$ cat config.mk
export PLATFORM = sky130hd
export DESIGN_NAME = act_ctrl1
export DESIGN_NICKNAME = d
export VERILOG_FILES = /design/src/act_pkg.sv /design/src/act_ctrl1.sv /design/src/act_fifo_mem.sv
export SDC_FILE = /design/constraint.sdc
export NUM_CORES = 1
export LEC_CHECK = 0
export ABC_CLOCK_PERIOD_IN_PS = 3500
export BUFFER_PORTS_ARGS = -buffer_cell sky130_fd_sc_hd__buf_4
export CORE_ASPECT_RATIO = 1.75
export CORE_MARGIN = 5
export CORE_UTILIZATION = 55
export DETAILED_ROUTE_END_ITERATION = 8
export GPL_ROUTABILITY_DRIVEN = 0
export PLACE_DENSITY = 0.79
export SYNTH_ARGS = -nofsm -noshare
export SYNTH_HDL_FRONTEND = slang
export SYNTH_SLANG_ARGS = --single-unit
$ cat constraint.sdc
create_clock -name mclk -period 3.5 [get_ports mclk]
set_input_delay 0.175 -clock mclk [delete_from_list [all_inputs] [get_ports mclk]]
set_output_delay 0.175 -clock mclk [all_outputs]
set_load 0.02 [all_outputs]
$ cat src/act_pkg.sv
package act_pkg;

	// converter word and register widths
	localparam int DATA_W = 12;
	localparam int CR_W = 10;
	localparam int SEL_W = 2;

	// on-chip sample store
	localparam int FIFO_DEPTH = 16;
	localparam int FIFO_AW = 4;
	localparam int FILL_W = 5;

	// pipeline results dropped after any reset before the first store
	localparam int STARTUP_FLUSH = 5;

	// register select code in bits 11:10 of a written word
	localparam logic [SEL_W-1:0] SEL_CR0 = 2'h0;
	localparam logic [SEL_W-1:0] SEL_CR1 = 2'h1;

	// reset values of both control registers
	localparam logic [CR_W-1:0] CR0_RESET = 10'h000;
	localparam logic [CR_W-1:0] CR1_RESET = 10'h030;

	// second control register layout, bit 9 down to bit 0
	typedef struct packed {
		logic config_readback_debug;
		logic offset_cal;
		logic output_format_sel;
		logic rw_combined;
		logic da_polarity;
		logic da_pulse;
		logic trigger_level_sel_hi;
		logic trigger_level_sel_lo;
		logic fifo_overrun_flag;
		logic soft_reset;
	} act_ctrl1_type;

	// bus and clock pins as seen after the synchronisers
	typedef struct packed {
		logic cs0_n;
		logic cs1;
		logic rd_n;
		logic wr_n;
		logic ext_conversion_clock;
	} act_pins_type;

	localparam act_pins_type PINS_IDLE = 5'h16;

	// fill threshold per [channels-1][trigger code]; last entry is the reserved code
	localparam logic [FILL_W-1:0] TRIG_TBL [0:3][0:3] = '{
		'{5'h01, 5'h04, 5'h08, 5'h0e},
		'{5'h02, 5'h04, 5'h08, 5'h0c},
		'{5'h03, 5'h06, 5'h09, 5'h0c},
		'{5'h04, 5'h08, 5'h0c, 5'h10}
	};

	// which register a debug read returns
	typedef enum logic [1:0] {RB_CR0, RB_CR1, RB_FIFO} act_rb_type;

	// samples_ready_out sequencing
	typedef enum logic [1:0] {DA_ARMED, DA_ACTIVE, DA_DRAIN} act_da_type;

endpackage

$ cat src/act_ctrl1.sv
// What this block does
// - bit0 write resets device and both registers
// - soft reset clears FIFO pointer and offset
// - five conversion results after reset dropped before first store
// - read bit1 shows FIFO overflow occurred
// - overflow flag clears after register is read
// - bit1 write clears the FIFO
// - fill reaching threshold asserts samples ready
// - bit4 selects level or pulse, resets one
// - bit5 selects polarity, high when one
// - bit6 makes write strobe a direction input
// - combined mode: high reads, low writes
// - bit6 clear uses separate read, write strobes
// - bit7 selects twos complement or straight binary
// - bit8 starts zero-input offset calibration conversion
// - stored offset subtracted from later results
// - bit9 debug: reads return CR0 then CR1
// - threshold table depends on channel count
// - differential or single-ended input counts one
// - level drops on first read, rearms after threshold
// - pulse lasts half a conversion clock
// - no new pulse before threshold reads done
`timescale 1ns/1ns
`default_nettype none

module act_ctrl1 #(
	parameter int DATA_W = act_pkg::DATA_W,
	parameter int FIFO_DEPTH = act_pkg::FIFO_DEPTH,
	parameter int FIFO_AW = act_pkg::FIFO_AW
) (
	// clock and reset
	input wire logic mclk,
	input wire logic rst,
	// processor bus pins
	input wire logic cs0_n,
	input wire logic cs1,
	input wire logic rd_n,
	input wire logic wr_n,
	input wire logic [DATA_W-1:0] data_in,
	output logic [DATA_W-1:0] data_out,
	output logic data_oe,
	// conversion side
	input wire logic ext_conversion_clock,
	input wire logic conv_valid,
	input wire logic [DATA_W-1:0] conv_data,
	output logic cal_force_zero,
	output logic [act_pkg::CR_W-1:0] input_config,
	// samples ready pin
	output logic samples_ready_out
);

	localparam logic [2:0] FLUSH_DONE = 3'(act_pkg::STARTUP_FLUSH);

	// channels minus one from the first register's input selection
	function automatic logic [1:0] chan_index(input logic [4:0] sel);
		unique case (sel)
			5'h11, 5'h15, 5'h19: chan_index = 2'h1;
			5'h12, 5'h16: chan_index = 2'h2;
			5'h13: chan_index = 2'h3;
			default: chan_index = 2'h0;
		endcase
	endfunction

	// synchronisers: three stages, a change counts once stages two and three agree
	act_pkg::act_pins_type pin_s1_r, pin_s2_r, pin_s3_r, pin_r;
	logic [DATA_W-1:0] din_s1_r, din_s2_r, din_s3_r;

	always_ff @(posedge mclk or posedge rst) begin
		if (rst) begin
			pin_s1_r <= act_pkg::PINS_IDLE;
			pin_s2_r <= act_pkg::PINS_IDLE;
			pin_s3_r <= act_pkg::PINS_IDLE;
			pin_r <= act_pkg::PINS_IDLE;
		end else begin
			pin_s1_r <= {cs0_n, cs1, rd_n, wr_n, ext_conversion_clock};
			pin_s2_r <= pin_s1_r;
			pin_s3_r <= pin_s2_r;
			pin_r <= (pin_s2_r & pin_s3_r) | (pin_r & (pin_s2_r ^ pin_s3_r));
		end
	end

	// data pins only matter under a settled strobe, so they just follow the same depth
	always_ff @(posedge mclk or posedge rst) begin
		if (rst) begin
			din_s1_r <= '0;
			din_s2_r <= '0;
			din_s3_r <= '0;
		end else begin
			din_s1_r <= data_in;
			din_s2_r <= din_s1_r;
			din_s3_r <= din_s2_r;
		end
	end

	// registers and state
	logic [act_pkg::CR_W-1:0] cr0_r;
	act_pkg::act_ctrl1_type cr1_r;
	logic rd_act_d_r, wr_act_d_r, cclk_d_r;
	logic [FIFO_AW-1:0] wr_ptr_r, rd_ptr_r;
	logic [act_pkg::FILL_W-1:0] fill_r, reads_left_r;
	logic [2:0] flush_cnt_r;
	logic [DATA_W-1:0] offset_r, data_out_r;
	act_pkg::act_rb_type rb_r;
	act_pkg::act_da_type da_r, da_nxt;
	logic out_pin_r;
	logic [DATA_W-1:0] mem_rdata;

	// strobe decode
	wire cs_act = !pin_r.cs0_n && pin_r.cs1;
	wire rd_act = cr1_r.rw_combined ? (cs_act && pin_r.wr_n)
		: (cs_act && !pin_r.rd_n && pin_r.wr_n);
	wire wr_act = cr1_r.rw_combined ? (cs_act && !pin_r.wr_n)
		: (cs_act && !pin_r.wr_n && pin_r.rd_n);
	wire rd_start = rd_act && !rd_act_d_r;
	wire wr_start = wr_act && !wr_act_d_r;
	wire [act_pkg::SEL_W-1:0] wsel = din_s3_r[DATA_W-1 -: act_pkg::SEL_W];
	wire wr_cr0 = wr_start && (wsel == act_pkg::SEL_CR0);
	wire wr_cr1 = wr_start && (wsel == act_pkg::SEL_CR1);
	act_pkg::act_ctrl1_type wcr1;
	assign wcr1 = din_s3_r[act_pkg::CR_W-1:0];
	wire soft_rst = wr_cr1 && wcr1.soft_reset;
	wire fifo_clr = soft_rst || (wr_cr1 && wcr1.fifo_overrun_flag);

	// conversion path
	wire flushed = (flush_cnt_r == FLUSH_DONE);
	wire conv_take = conv_valid && flushed && !fifo_clr;
	wire cal_take = conv_take && cr1_r.offset_cal;
	wire full = (fill_r == act_pkg::FILL_W'(FIFO_DEPTH));
	wire push = conv_take && !cr1_r.offset_cal && !full;
	wire overrun = conv_take && !cr1_r.offset_cal && full;
	wire [DATA_W-1:0] corrected = conv_data - offset_r;
	wire [DATA_W-1:0] stored = cr1_r.output_format_sel ? {~corrected[DATA_W-1], corrected[DATA_W-2:0]}
		: corrected;

	// read path
	wire rb_read = rd_start && cr1_r.config_readback_debug && (rb_r != act_pkg::RB_FIFO);
	wire pop = rd_start && !rb_read && (fill_r != '0) && !fifo_clr;
	wire rd_cr1 = rb_read && (rb_r == act_pkg::RB_CR1);

	// trigger threshold
	wire [1:0] nch = chan_index(cr0_r[7:3]);
	wire [1:0] tcode = {cr1_r.trigger_level_sel_hi, cr1_r.trigger_level_sel_lo};
	wire [act_pkg::FILL_W-1:0] fill_threshold_count = act_pkg::TRIG_TBL[nch][tcode];
	wire trig_hit = (fill_r >= fill_threshold_count);
	wire cclk_fall = cclk_d_r && !pin_r.ext_conversion_clock;

	always_ff @(posedge mclk or posedge rst) begin
		if (rst) begin
			rd_act_d_r <= 1'b0;
			wr_act_d_r <= 1'b0;
			cclk_d_r <= 1'b0;
		end else begin
			rd_act_d_r <= rd_act;
			wr_act_d_r <= wr_act;
			cclk_d_r <= pin_r.ext_conversion_clock;
		end
	end

	// control registers
	always_ff @(posedge mclk or posedge rst) begin
		if (rst) begin
			cr0_r <= act_pkg::CR0_RESET;
			cr1_r <= act_pkg::CR1_RESET;
		end else if (soft_rst) begin
			cr0_r <= act_pkg::CR0_RESET;
			cr1_r <= act_pkg::CR1_RESET;
		end else begin
			if (wr_cr0) begin
				cr0_r <= din_s3_r[act_pkg::CR_W-1:0];
			end
			if (wr_cr1) begin
				cr1_r <= wcr1;
				cr1_r.soft_reset <= 1'b0;
				cr1_r.offset_cal <= wcr1.offset_cal || (cr1_r.offset_cal && !cal_take);
			end else if (cal_take) begin
				cr1_r.offset_cal <= 1'b0;
			end
			// overflow: set beats the read-back clear
			if (overrun) begin
				cr1_r.fifo_overrun_flag <= 1'b1;
			end else if (rd_cr1 || wr_cr1) begin
				cr1_r.fifo_overrun_flag <= 1'b0;
			end
		end
	end

	// flush counter, offset store
	always_ff @(posedge mclk or posedge rst) begin
		if (rst) begin
			flush_cnt_r <= '0;
			offset_r <= '0;
		end else if (soft_rst) begin
			flush_cnt_r <= '0;
			offset_r <= '0;
		end else begin
			if (conv_valid && !flushed) begin
				flush_cnt_r <= flush_cnt_r + 3'h1;
			end
			if (cal_take) begin
				offset_r <= conv_data;
			end
		end
	end

	// FIFO pointers and fill
	always_ff @(posedge mclk or posedge rst) begin
		if (rst) begin
			wr_ptr_r <= '0;
			rd_ptr_r <= '0;
			fill_r <= '0;
		end else if (fifo_clr) begin
			wr_ptr_r <= '0;
			rd_ptr_r <= '0;
			fill_r <= '0;
		end else begin
			if (push) begin
				wr_ptr_r <= wr_ptr_r + FIFO_AW'(1);
			end
			if (pop) begin
				rd_ptr_r <= rd_ptr_r + FIFO_AW'(1);
			end
			fill_r <= fill_r + act_pkg::FILL_W'(push) - act_pkg::FILL_W'(pop);
		end
	end

	act_fifo_mem #(
		.WIDTH(DATA_W),
		.DEPTH(FIFO_DEPTH),
		.AW(FIFO_AW)
	) u_mem (
		.mclk(mclk),
		.rst(rst),
		.we(push),
		.waddr(wr_ptr_r),
		.wdata(stored),
		.raddr(rd_ptr_r),
		.rdata(mem_rdata)
	);

	// read data and debug read-back sequence
	always_ff @(posedge mclk or posedge rst) begin
		if (rst) begin
			rb_r <= act_pkg::RB_CR0;
			data_out_r <= '0;
		end else begin
			if (wr_cr1 && wcr1.config_readback_debug) begin
				rb_r <= act_pkg::RB_CR0;
			end else if (rb_read) begin
				rb_r <= (rb_r == act_pkg::RB_CR0) ? act_pkg::RB_CR1 : act_pkg::RB_FIFO;
			end
			if (rb_read) begin
				data_out_r <= (rb_r == act_pkg::RB_CR0) ? {act_pkg::SEL_CR0, cr0_r}
					: {act_pkg::SEL_CR1, cr1_r};
			end else if (rd_start) begin
				data_out_r <= mem_rdata;
			end
		end
	end

	// samples ready sequencing
	always_comb begin
		da_nxt = da_r;
		unique case (da_r)
			act_pkg::DA_ARMED: begin
				if (trig_hit) begin
					da_nxt = act_pkg::DA_ACTIVE;
				end
			end
			act_pkg::DA_ACTIVE: begin
				if (cr1_r.da_pulse ? cclk_fall : pop) begin
					da_nxt = act_pkg::DA_DRAIN;
				end
			end
			act_pkg::DA_DRAIN: begin
				if (reads_left_r == '0) begin
					da_nxt = act_pkg::DA_ARMED;
				end
			end
		endcase
		if (fifo_clr) begin
			da_nxt = act_pkg::DA_ARMED;
		end
	end

	always_ff @(posedge mclk or posedge rst) begin
		if (rst) begin
			da_r <= act_pkg::DA_ARMED;
			reads_left_r <= '0;
			out_pin_r <= 1'b0;
		end else begin
			da_r <= da_nxt;
			if (fifo_clr) begin
				reads_left_r <= '0;
			end else if (da_r == act_pkg::DA_ARMED && trig_hit) begin
				reads_left_r <= fill_threshold_count;
			end else if (pop && reads_left_r != '0) begin
				reads_left_r <= reads_left_r - act_pkg::FILL_W'(1);
			end
			out_pin_r <= (da_nxt == act_pkg::DA_ACTIVE) ~^ cr1_r.da_polarity;
		end
	end

	// outputs
	assign data_out = data_out_r;
	assign data_oe = rd_act;
	assign cal_force_zero = cr1_r.offset_cal;
	assign input_config = cr0_r;
	assign samples_ready_out = out_pin_r;
endmodule

`default_nettype wire

$ cat src/act_fifo_mem.sv
`timescale 1ns/1ns
`default_nettype none

module act_fifo_mem #(
	parameter int WIDTH = 12,
	parameter int DEPTH = 16,
	parameter int AW = 4
) (
	// clock and reset
	input wire logic mclk,
	input wire logic rst,
	// write side
	input wire logic we,
	input wire logic [AW-1:0] waddr,
	input wire logic [WIDTH-1:0] wdata,
	// read side, data one cycle after the address
	input wire logic [AW-1:0] raddr,
	output logic [WIDTH-1:0] rdata
);

	logic [WIDTH-1:0] mem [0:DEPTH-1];

	always_ff @(posedge mclk) begin
		if (we) begin
			mem[waddr] <= wdata;
		end
	end

	always_ff @(posedge mclk or posedge rst) begin
		if (rst) begin
			rdata <= '0;
		end else begin
			rdata <= mem[raddr];
		end
	end

endmodule

`default_nettype wire

==> reports/qor.csv, run 1 <==
stage,metric,value,unit
outcome,status,"complete, no violations",
placement,dp_hpwl,20.2,mm
routing,drc,0,
power,power.leakage,0.00610,uW
final_layout,nNetsFinal,1033,
clock_network,cts_root_buf,clkbuf_16,
critical_path,crit_slowest_cell,or4b_2,
floorplanning,die_h,218,microns
floorplanning,die_area,28000,sq um
grt,grt_pass1_vias,8334,
grt,gr-usage-all-layers,22.9,%
clock_network,cts_buffers,28,
synthesis,yosysWarnings,0,
timing,timing.final.crit_share,93.2,%
critical_path,crit_buf_inv,3,
synthesis,synth-main-ff-cell,edfxtp_1,
placement,dp.cells,1208,
timing,finalSetupViolations,0,
clock_network,clk_latency,0.56,ns
placement,dpl_cell_area,14500,sq um
routing,ant_nets,0,
timing,fin_tns_setup,0,ns
power,pwr-share-seq,44.9,%
critical_path,critical_path_required,3.98,ns
floorplanning,num_rows,76,
worst_hold_path,hp-class,in2reg,
final_layout,area_growth,16.7,%
clock_network,cts_max_path_buffers,3,
critical_path,max_stage_delay,0.63,ns
floorplanning,fp.coreArea,24400,sq um
power,vdd_drop_max,0.422,mV
clock_network,path_clk_slew,0.07,ns
timing,period_minus_slack,3.26,ns
critical_path,worstPathArrival,3.74,ns
synthesis,avgSynthCellArea,16.2,sq um
synthesis,ys_ff_latch,332,
timing,drv_slew,0,
clock_network,tritoncts,built,
floorplanning,dieWidth,129,microns
synthesis,syn_nets,914,
routing,avgRoutedWirePerCell,24.3,microns
grt,antenna_found_initial,0,
power,switching_power,4140,uW
power,powerDensity,829,nW/um^2
synthesis,synthCells,838,
grt,gr-total-overflow,0,
synthesis,synthArstFlopShare,42.2,%
critical_path,path_class,reg2reg,
floorplanning,start_util,55.5,%
critical_path,cp_max_fo,6,
power,finalPower,13100,uW
timing,hold_viol_final,0,
synthesis,synth-edff-count,192,
synthesis,synth_area,13600,sq um
run,cap_violations,0,
clock_network,htree_levels,1,
placement,port_buffers,56,
synthesis,synthTopCellsByCount,"192 x edfxtp_1, 126 x dfrtp_1, 60 x mux4_2",
synthesis,synthDistinctLibCells,60,
floorplanning,ios,57,
timing,fin_worst_skew,0.0138,ns
synthesis,synth_top_area_cell,edfxtp_1,
clock_network,clkSinkCount,332,
routing,vias,7743,
timing,rsz0062_at_grt,false,
final_layout,antennaDiodeCount,0,
final_layout,design_area,15800,sq um
power,switching_share,31.6,%
critical_path,crit_path_end_kind,register,
final_layout,layout-drive-gt1-share,24.0,%
final_layout,final_cell_count_no_fill,1291,
critical_path,cp_cell_sequence,"inv_1, ha_1, or4b_2, nand3_1, inv_1, ha_1, inv_1, ha_1, fa_1, a21oi_1, nor2_1, or3_1, a21oi_1",
power,p_clk_share,25.0,%
routing,routed_via_density,6.00,
timing,whs,0.277,ns
critical_path,critPathLaunchType,register,
synthesis,post-synth-top-count-cell,edfxtp_1,
grt,grt_pass1_wl,48.1,mm
critical_path,cp_top_family,simple AND/OR/NAND/NOR gates,
timing,slew_headroom,17.1,%
grt,grt_max_degree,141,
timing,fmax,0.306,GHz
routing,firstDrtPassIters,5,
power,pwr-share-comb,30.1,%
clock_network,ctsResizeCount,0,
synthesis,ys_top_cells_by_area,"edfxtp_1 43%, dfrtp_1 23%, mux4_2 10%",
synthesis,yosysSeqAreaShare,68.5,%
timing,worst_pin_slew,1.23,ns
synthesis,synth.top_cell.area_share,42.5,%
routing,wl,31.3,mm
power,p_int,8970,uW
routing,drtIter0Drc,666,
==> cells in the final DEF (no fill, tap or decap), types with 14 or more instances in the layout <==
master / instances
and2_1: 18
inv_1: 37
a22o_1: 14
nor2_1: 49
clkbuf_16: 31
dfstp_2: 14
o21ai_0: 27
buf_4: 89
edfxtp_1: 192
dlygate4sd3_1: 31
ha_1: 42
mux4_2: 60
a21oi_1: 27
dfrtp_1: 124
nand2_1: 46
==> kinds of logic after synthesis <==
group / Yosys count / share of synthesized area, %
xor+xnor: 21 / 1.36
buf+inv: 72 / 2.23
fa+ha+maj: 44 / 4.17
mux: 72 / 10.9
compound gates: 117 / 5.88
simple gates: 180 / 7.02
flops: 332 / 68.5
==> stage by stage <==
stage / util, % / worst slack, ns
final: 64.7 / 0.236
after global routing: 64.7 / 0.0294
after CTS: 64.7 / 0.239
after detailed placement: 59.4 / 0.278
after global placement: 59.4 / 0.321
after floorplan: - / 0.431
==> registers in the layout, summed over array words and instances (netlist names), 8 cells and up <==
| register | flops |
|---|---|
| u_mem.rdata | 12 |
| u_mem.mem | 192 |
| din_s1_r | 12 |
| din_s3_r | 12 |
| data_out | 12 |
| cr1_r | 8 |
| din_s2_r | 12 |
| input_config | 10 |
| offset_r | 12 |
==> routing by layer <==
metal  part of all wire (%)  global-route usage (%)  vias up
met5                      0                       0        -
met4                    5.3                    11.6        0
met3                    4.6                    2.60       94
met2                     57                    43.1      297
met1                     33                    24.8     3968
li1                       -                       -     3384
==> path summary, 6_finish.rpt <==
check                            startpoint           to  slack (ns)  cells past startpoint
worst min-delay path             data_in[6]  din_s1_r[6]        0.28                      2
worst max register to register    fill_r[3]    fill_r[4]        0.24                     13
min in group asynchronous               rst  pin_s3_r[3]        0.39                      4
worst max-delay path              fill_r[3]    fill_r[4]        0.24                     13
worst min register to register  din_s1_r[4]  din_s2_r[4]        0.35                      0
max in group asynchronous               rst  rd_ptr_r[0]        2.47                      4
==> final cells by class <==
type                       count  area [sq um]
fill                        1609          8620
inverter                      38           146
tap                          312           390
multi-input combinational    434          3970
clock inverter                11           120
sequential                   332          9290
clock buffer                  41           865
timing repair buffer         123          1040
==> power groups by stage <==
stage,Clock (uW),Sequential [uW],Combinational [uW]
after CTS,3310,5890,3980
after global routing,3460,5940,4310
after floorplan,0,5840,2590
final,3270,5890,3950
after global placement,0,5930,3780
after detailed placement,0,5950,3900
==> repair_timing <==
action                    CTS  global route
hold buffers               31             0
hold endpoints to repair  156             0
setup buffers               0             0
==> worst register-to-register path: stages, from the launching register on <==
cell and delay, ns:
dfrtp_1 0.41, inv_1 0.09, ha_1 0.16, or4b_2 0.63, nand3_1 0.13, inv_1 0.12
ha_1 0.30, inv_1 0.04, ha_1 0.20, fa_1 0.41, a21oi_1 0.16, nor2_1 0.06
or3_1 0.34, a21oi_1 0.16
Power figures use the tool's default switching activity.
==> run 2, diff against run 1 <==
ABC_CLOCK_PERIOD_IN_PS = 3200   (was 3500)
PLACE_DENSITY = 0.76   (was 0.79)
clock period = 3.2 ns   (was 3.5 ns; I/O delays follow)
==> reports/qor.csv, run 2 (synthesized netlist as in run 1, its figures left out) <==
stage,metric,value,unit,change
power,p_int,9680,uW,+8.0%
grt,gr-usage-all-layers,22.4,%,-0.53 points
power,finalPower,14200,uW,+8.2%
final_layout,layout-drive-gt1-share,25.3,%,+1.3 points
grt,grt_pass1_vias,8283,,-0.61%
final_layout,largest_register,u_mem.mem,,
power,pwr-share-comb,31.3,%,+1.2 points
power,switching_share,31.7,%,+0.14 points
grt,grt_max_degree,55,,-61%
final_layout,n_fill_cell,1631,,+1.4%
clock_network,tritoncts,built,,
timing,period_minus_slack,3.04,ns,-0.223 ns
grt,gr-total-overflow,0,,unchanged
timing,finalSetupViolations,0,,unchanged
routing,ant_nets,0,,unchanged
clock_network,cts_root_buf,clkbuf_16,,
floorplanning,num_rows,76,,unchanged
critical_path,path_class,reg2reg,,
routing,wl,30.5,mm,-2.8%
timing,fin_tns_setup,0,ns,unchanged
floorplanning,ios,57,,unchanged
clock_network,clkSinkCount,332,,unchanged
final_layout,final_cell_count_no_fill,1305,,+1.1%
floorplanning,start_util,55.5,%,unchanged
timing,hold_viol_final,0,,unchanged
clock_network,clk_latency,0.56,ns,about the same
clock_network,cts_buffers,28,,unchanged
routing,routed_via_density,5.89,,-1.8%
final_layout,largest_reg_flops,192,,unchanged
power,vdd_drop_max,0.547,mV,+30%
timing,fmax,0.329,GHz,+7.3%
outcome,status,"complete, no violations",,
final_layout,mostFrequentLayoutCells,"192 x edfxtp_1, 123 x dfrtp_1, 103 x buf_4",,
final_layout,nNetsFinal,1048,,+1.5%
routing,avgRoutedWirePerCell,23.3,microns,-3.8%
placement,dp.cells,1221,,+1.1%
clock_network,htree_levels,1,,unchanged
critical_path,critical_path_required,3.68,ns,-0.30 ns
timing,slew_headroom,15.0,%,-2.1 points
worst_hold_path,hp-start,cs0_n,,
critical_path,worstPathArrival,3.52,ns,-0.22 ns
critical_path,cp-startpoint,input_config[5],,
final_layout,seqCellArea,9290,sq um,about the same
routing,drc,0,,unchanged
timing,worst_pin_slew,1.27,ns,+0.0313 ns
floorplanning,dieWidth,129,microns,unchanged
run,cap_violations,0,,unchanged
clock_network,path_clk_slew,0.07,ns,about the same
final_layout,area_growth,17.2,%,
final_layout,multiInputGateArea,4000,sq um,+0.76%
grt,global_route.usage.met3,2.35,%,-0.25 points
timing,fin_worst_skew,0.0140,ns,+0.000201 ns
routing,vias,7685,,-0.75%
timing,drv_slew,0,,unchanged
grt,grt_pass1_wl,47.1,mm,-2.2%
power,switching_power,4500,uW,+8.7%
placement,port_buffers,56,,unchanged
final_layout,mostFrequentLayoutCell,edfxtp_1,,
routing,drtIter0Drc,635,,-4.7%
power,powerDensity,892,nW/um^2,+7.7%
critical_path,critPathLaunchType,register,,
grt,antenna_found_initial,0,,unchanged
critical_path,cp_max_fo,6,,unchanged
clock_network,cts_max_path_buffers,3,,unchanged
floorplanning,fp.coreArea,24400,sq um,unchanged
placement,dp_hpwl,20.6,mm,+2.1%
grt,grt_use_met1,24.2,%,-0.64 points
power,p_clk_share,23.7,%,-1.3 points
power,power.leakage,0.00615,uW,+0.71%
critical_path,crit_path_end_kind,register,,
worst_hold_path,hp-class,in2reg,,
grt,grt.met2_usage,43.1,%,-0.069 points
grt,busiest_layer,met2,,
floorplanning,die_h,218,microns,unchanged
floorplanning,die_area,28000,sq um,unchanged
timing,timing.final.crit_share,95.0,%,+1.8 points
power,pwr-share-seq,44.9,%,about the same
routing,firstDrtPassIters,5,,unchanged
critical_path,r2r-start,input_config[5],,
final_layout,antennaDiodeCount,0,,unchanged
==> run 2: cell types whose count changed in the layout (fill, tap and decap cells not counted), moves of 2 or more <==
cell and delta:
buf_4 +14, clkbuf_1 +2, clkbuf_16 -3, clkbuf_8 -5
clkinv_1 +3, clkinv_4 +2, nand2b_1 -2
==> run 2: critical path, stage by stage (launching register included) <==
cell      delay (ns)
dfrtp_2         0.45
a21oi_1         0.18
o211ai_1        0.19
ha_1            0.28
mux2_2          0.26
a21oi_1         0.28
ha_1            0.29
nand2_1         0.05
o21ai_0         0.08
a31oi_2         0.28
nand2b_4        0.21
mux2_2          0.33
nor2_1          0.08
==> run 2: metal layers <==
layer  up-vias  part of all wire (%)
met1      3938                    34
met2       251                    57
li1       3412                     -
met4         0                   4.9
met3        84                   4.0
met5         -                     0
==> run 2: final timing paths <==
kind | endpoint | slack (ns) | depth (start not counted)
max in group asynchronous | cr1_r[4] | 2.02 | 4
worst max-delay path | reads_left_r[4] | 0.16 | 12
min in group asynchronous | din_s2_r[5] | 0.38 | 3
worst max register to register | reads_left_r[4] | 0.16 | 12
worst min-delay path | pin_s1_r[4] | 0.24 | 2
worst min register to register | pin_s2_r[3] | 0.35 | 0
==> run 2: timing repair <==
| item | 4_1_cts | 5_1_grt |
|---|---|---|
| endpoints found under the setup margin | 0 | 23 |
| setup buffers | 0 | 2 |
| hold endpoints to repair | 68 | 0 |
| resized for setup | 0 | 9 |
| hold buffers | 31 | 0 |
==> run 2: final cells by class <==
type | instances | share of cell area, %
Sequential cell | 332 | 58.4
Tap cell | 312 | 2.45
Multi-Input combinational cell | 434 | 25.2
Clock buffer | 34 | 4.55
Clock inverter | 17 | 1.16
Inverter | 38 | 0.921
Timing Repair Buffer | 138 | 7.32
==> run 2: power by group through the flow <==
stage	Combinational, uW	Clock [uW]	Sequential (uW)
final	4450	3370	6370
after global routing	4850	3590	6420
after CTS	4420	3430	6360
after detailed placement	4370	0	6440
after global placement	4230	0	6420
after floorplan	2830	0	6380
==> run 2: metrics by stage <==
stage	worst slack, ns	cell area [sq um]	hold slack, ns	util, %
floorplan	0.131	13600	0.164	-
global placement	0.0817	14600	0.268	59.9
detailed placement	0.0463	14600	0.270	59.9
CTS	0.0341	15900	0.223	64.9
global route	-0.00728	15900	0.230	65.1
finish	0.159	15900	0.241	65.1
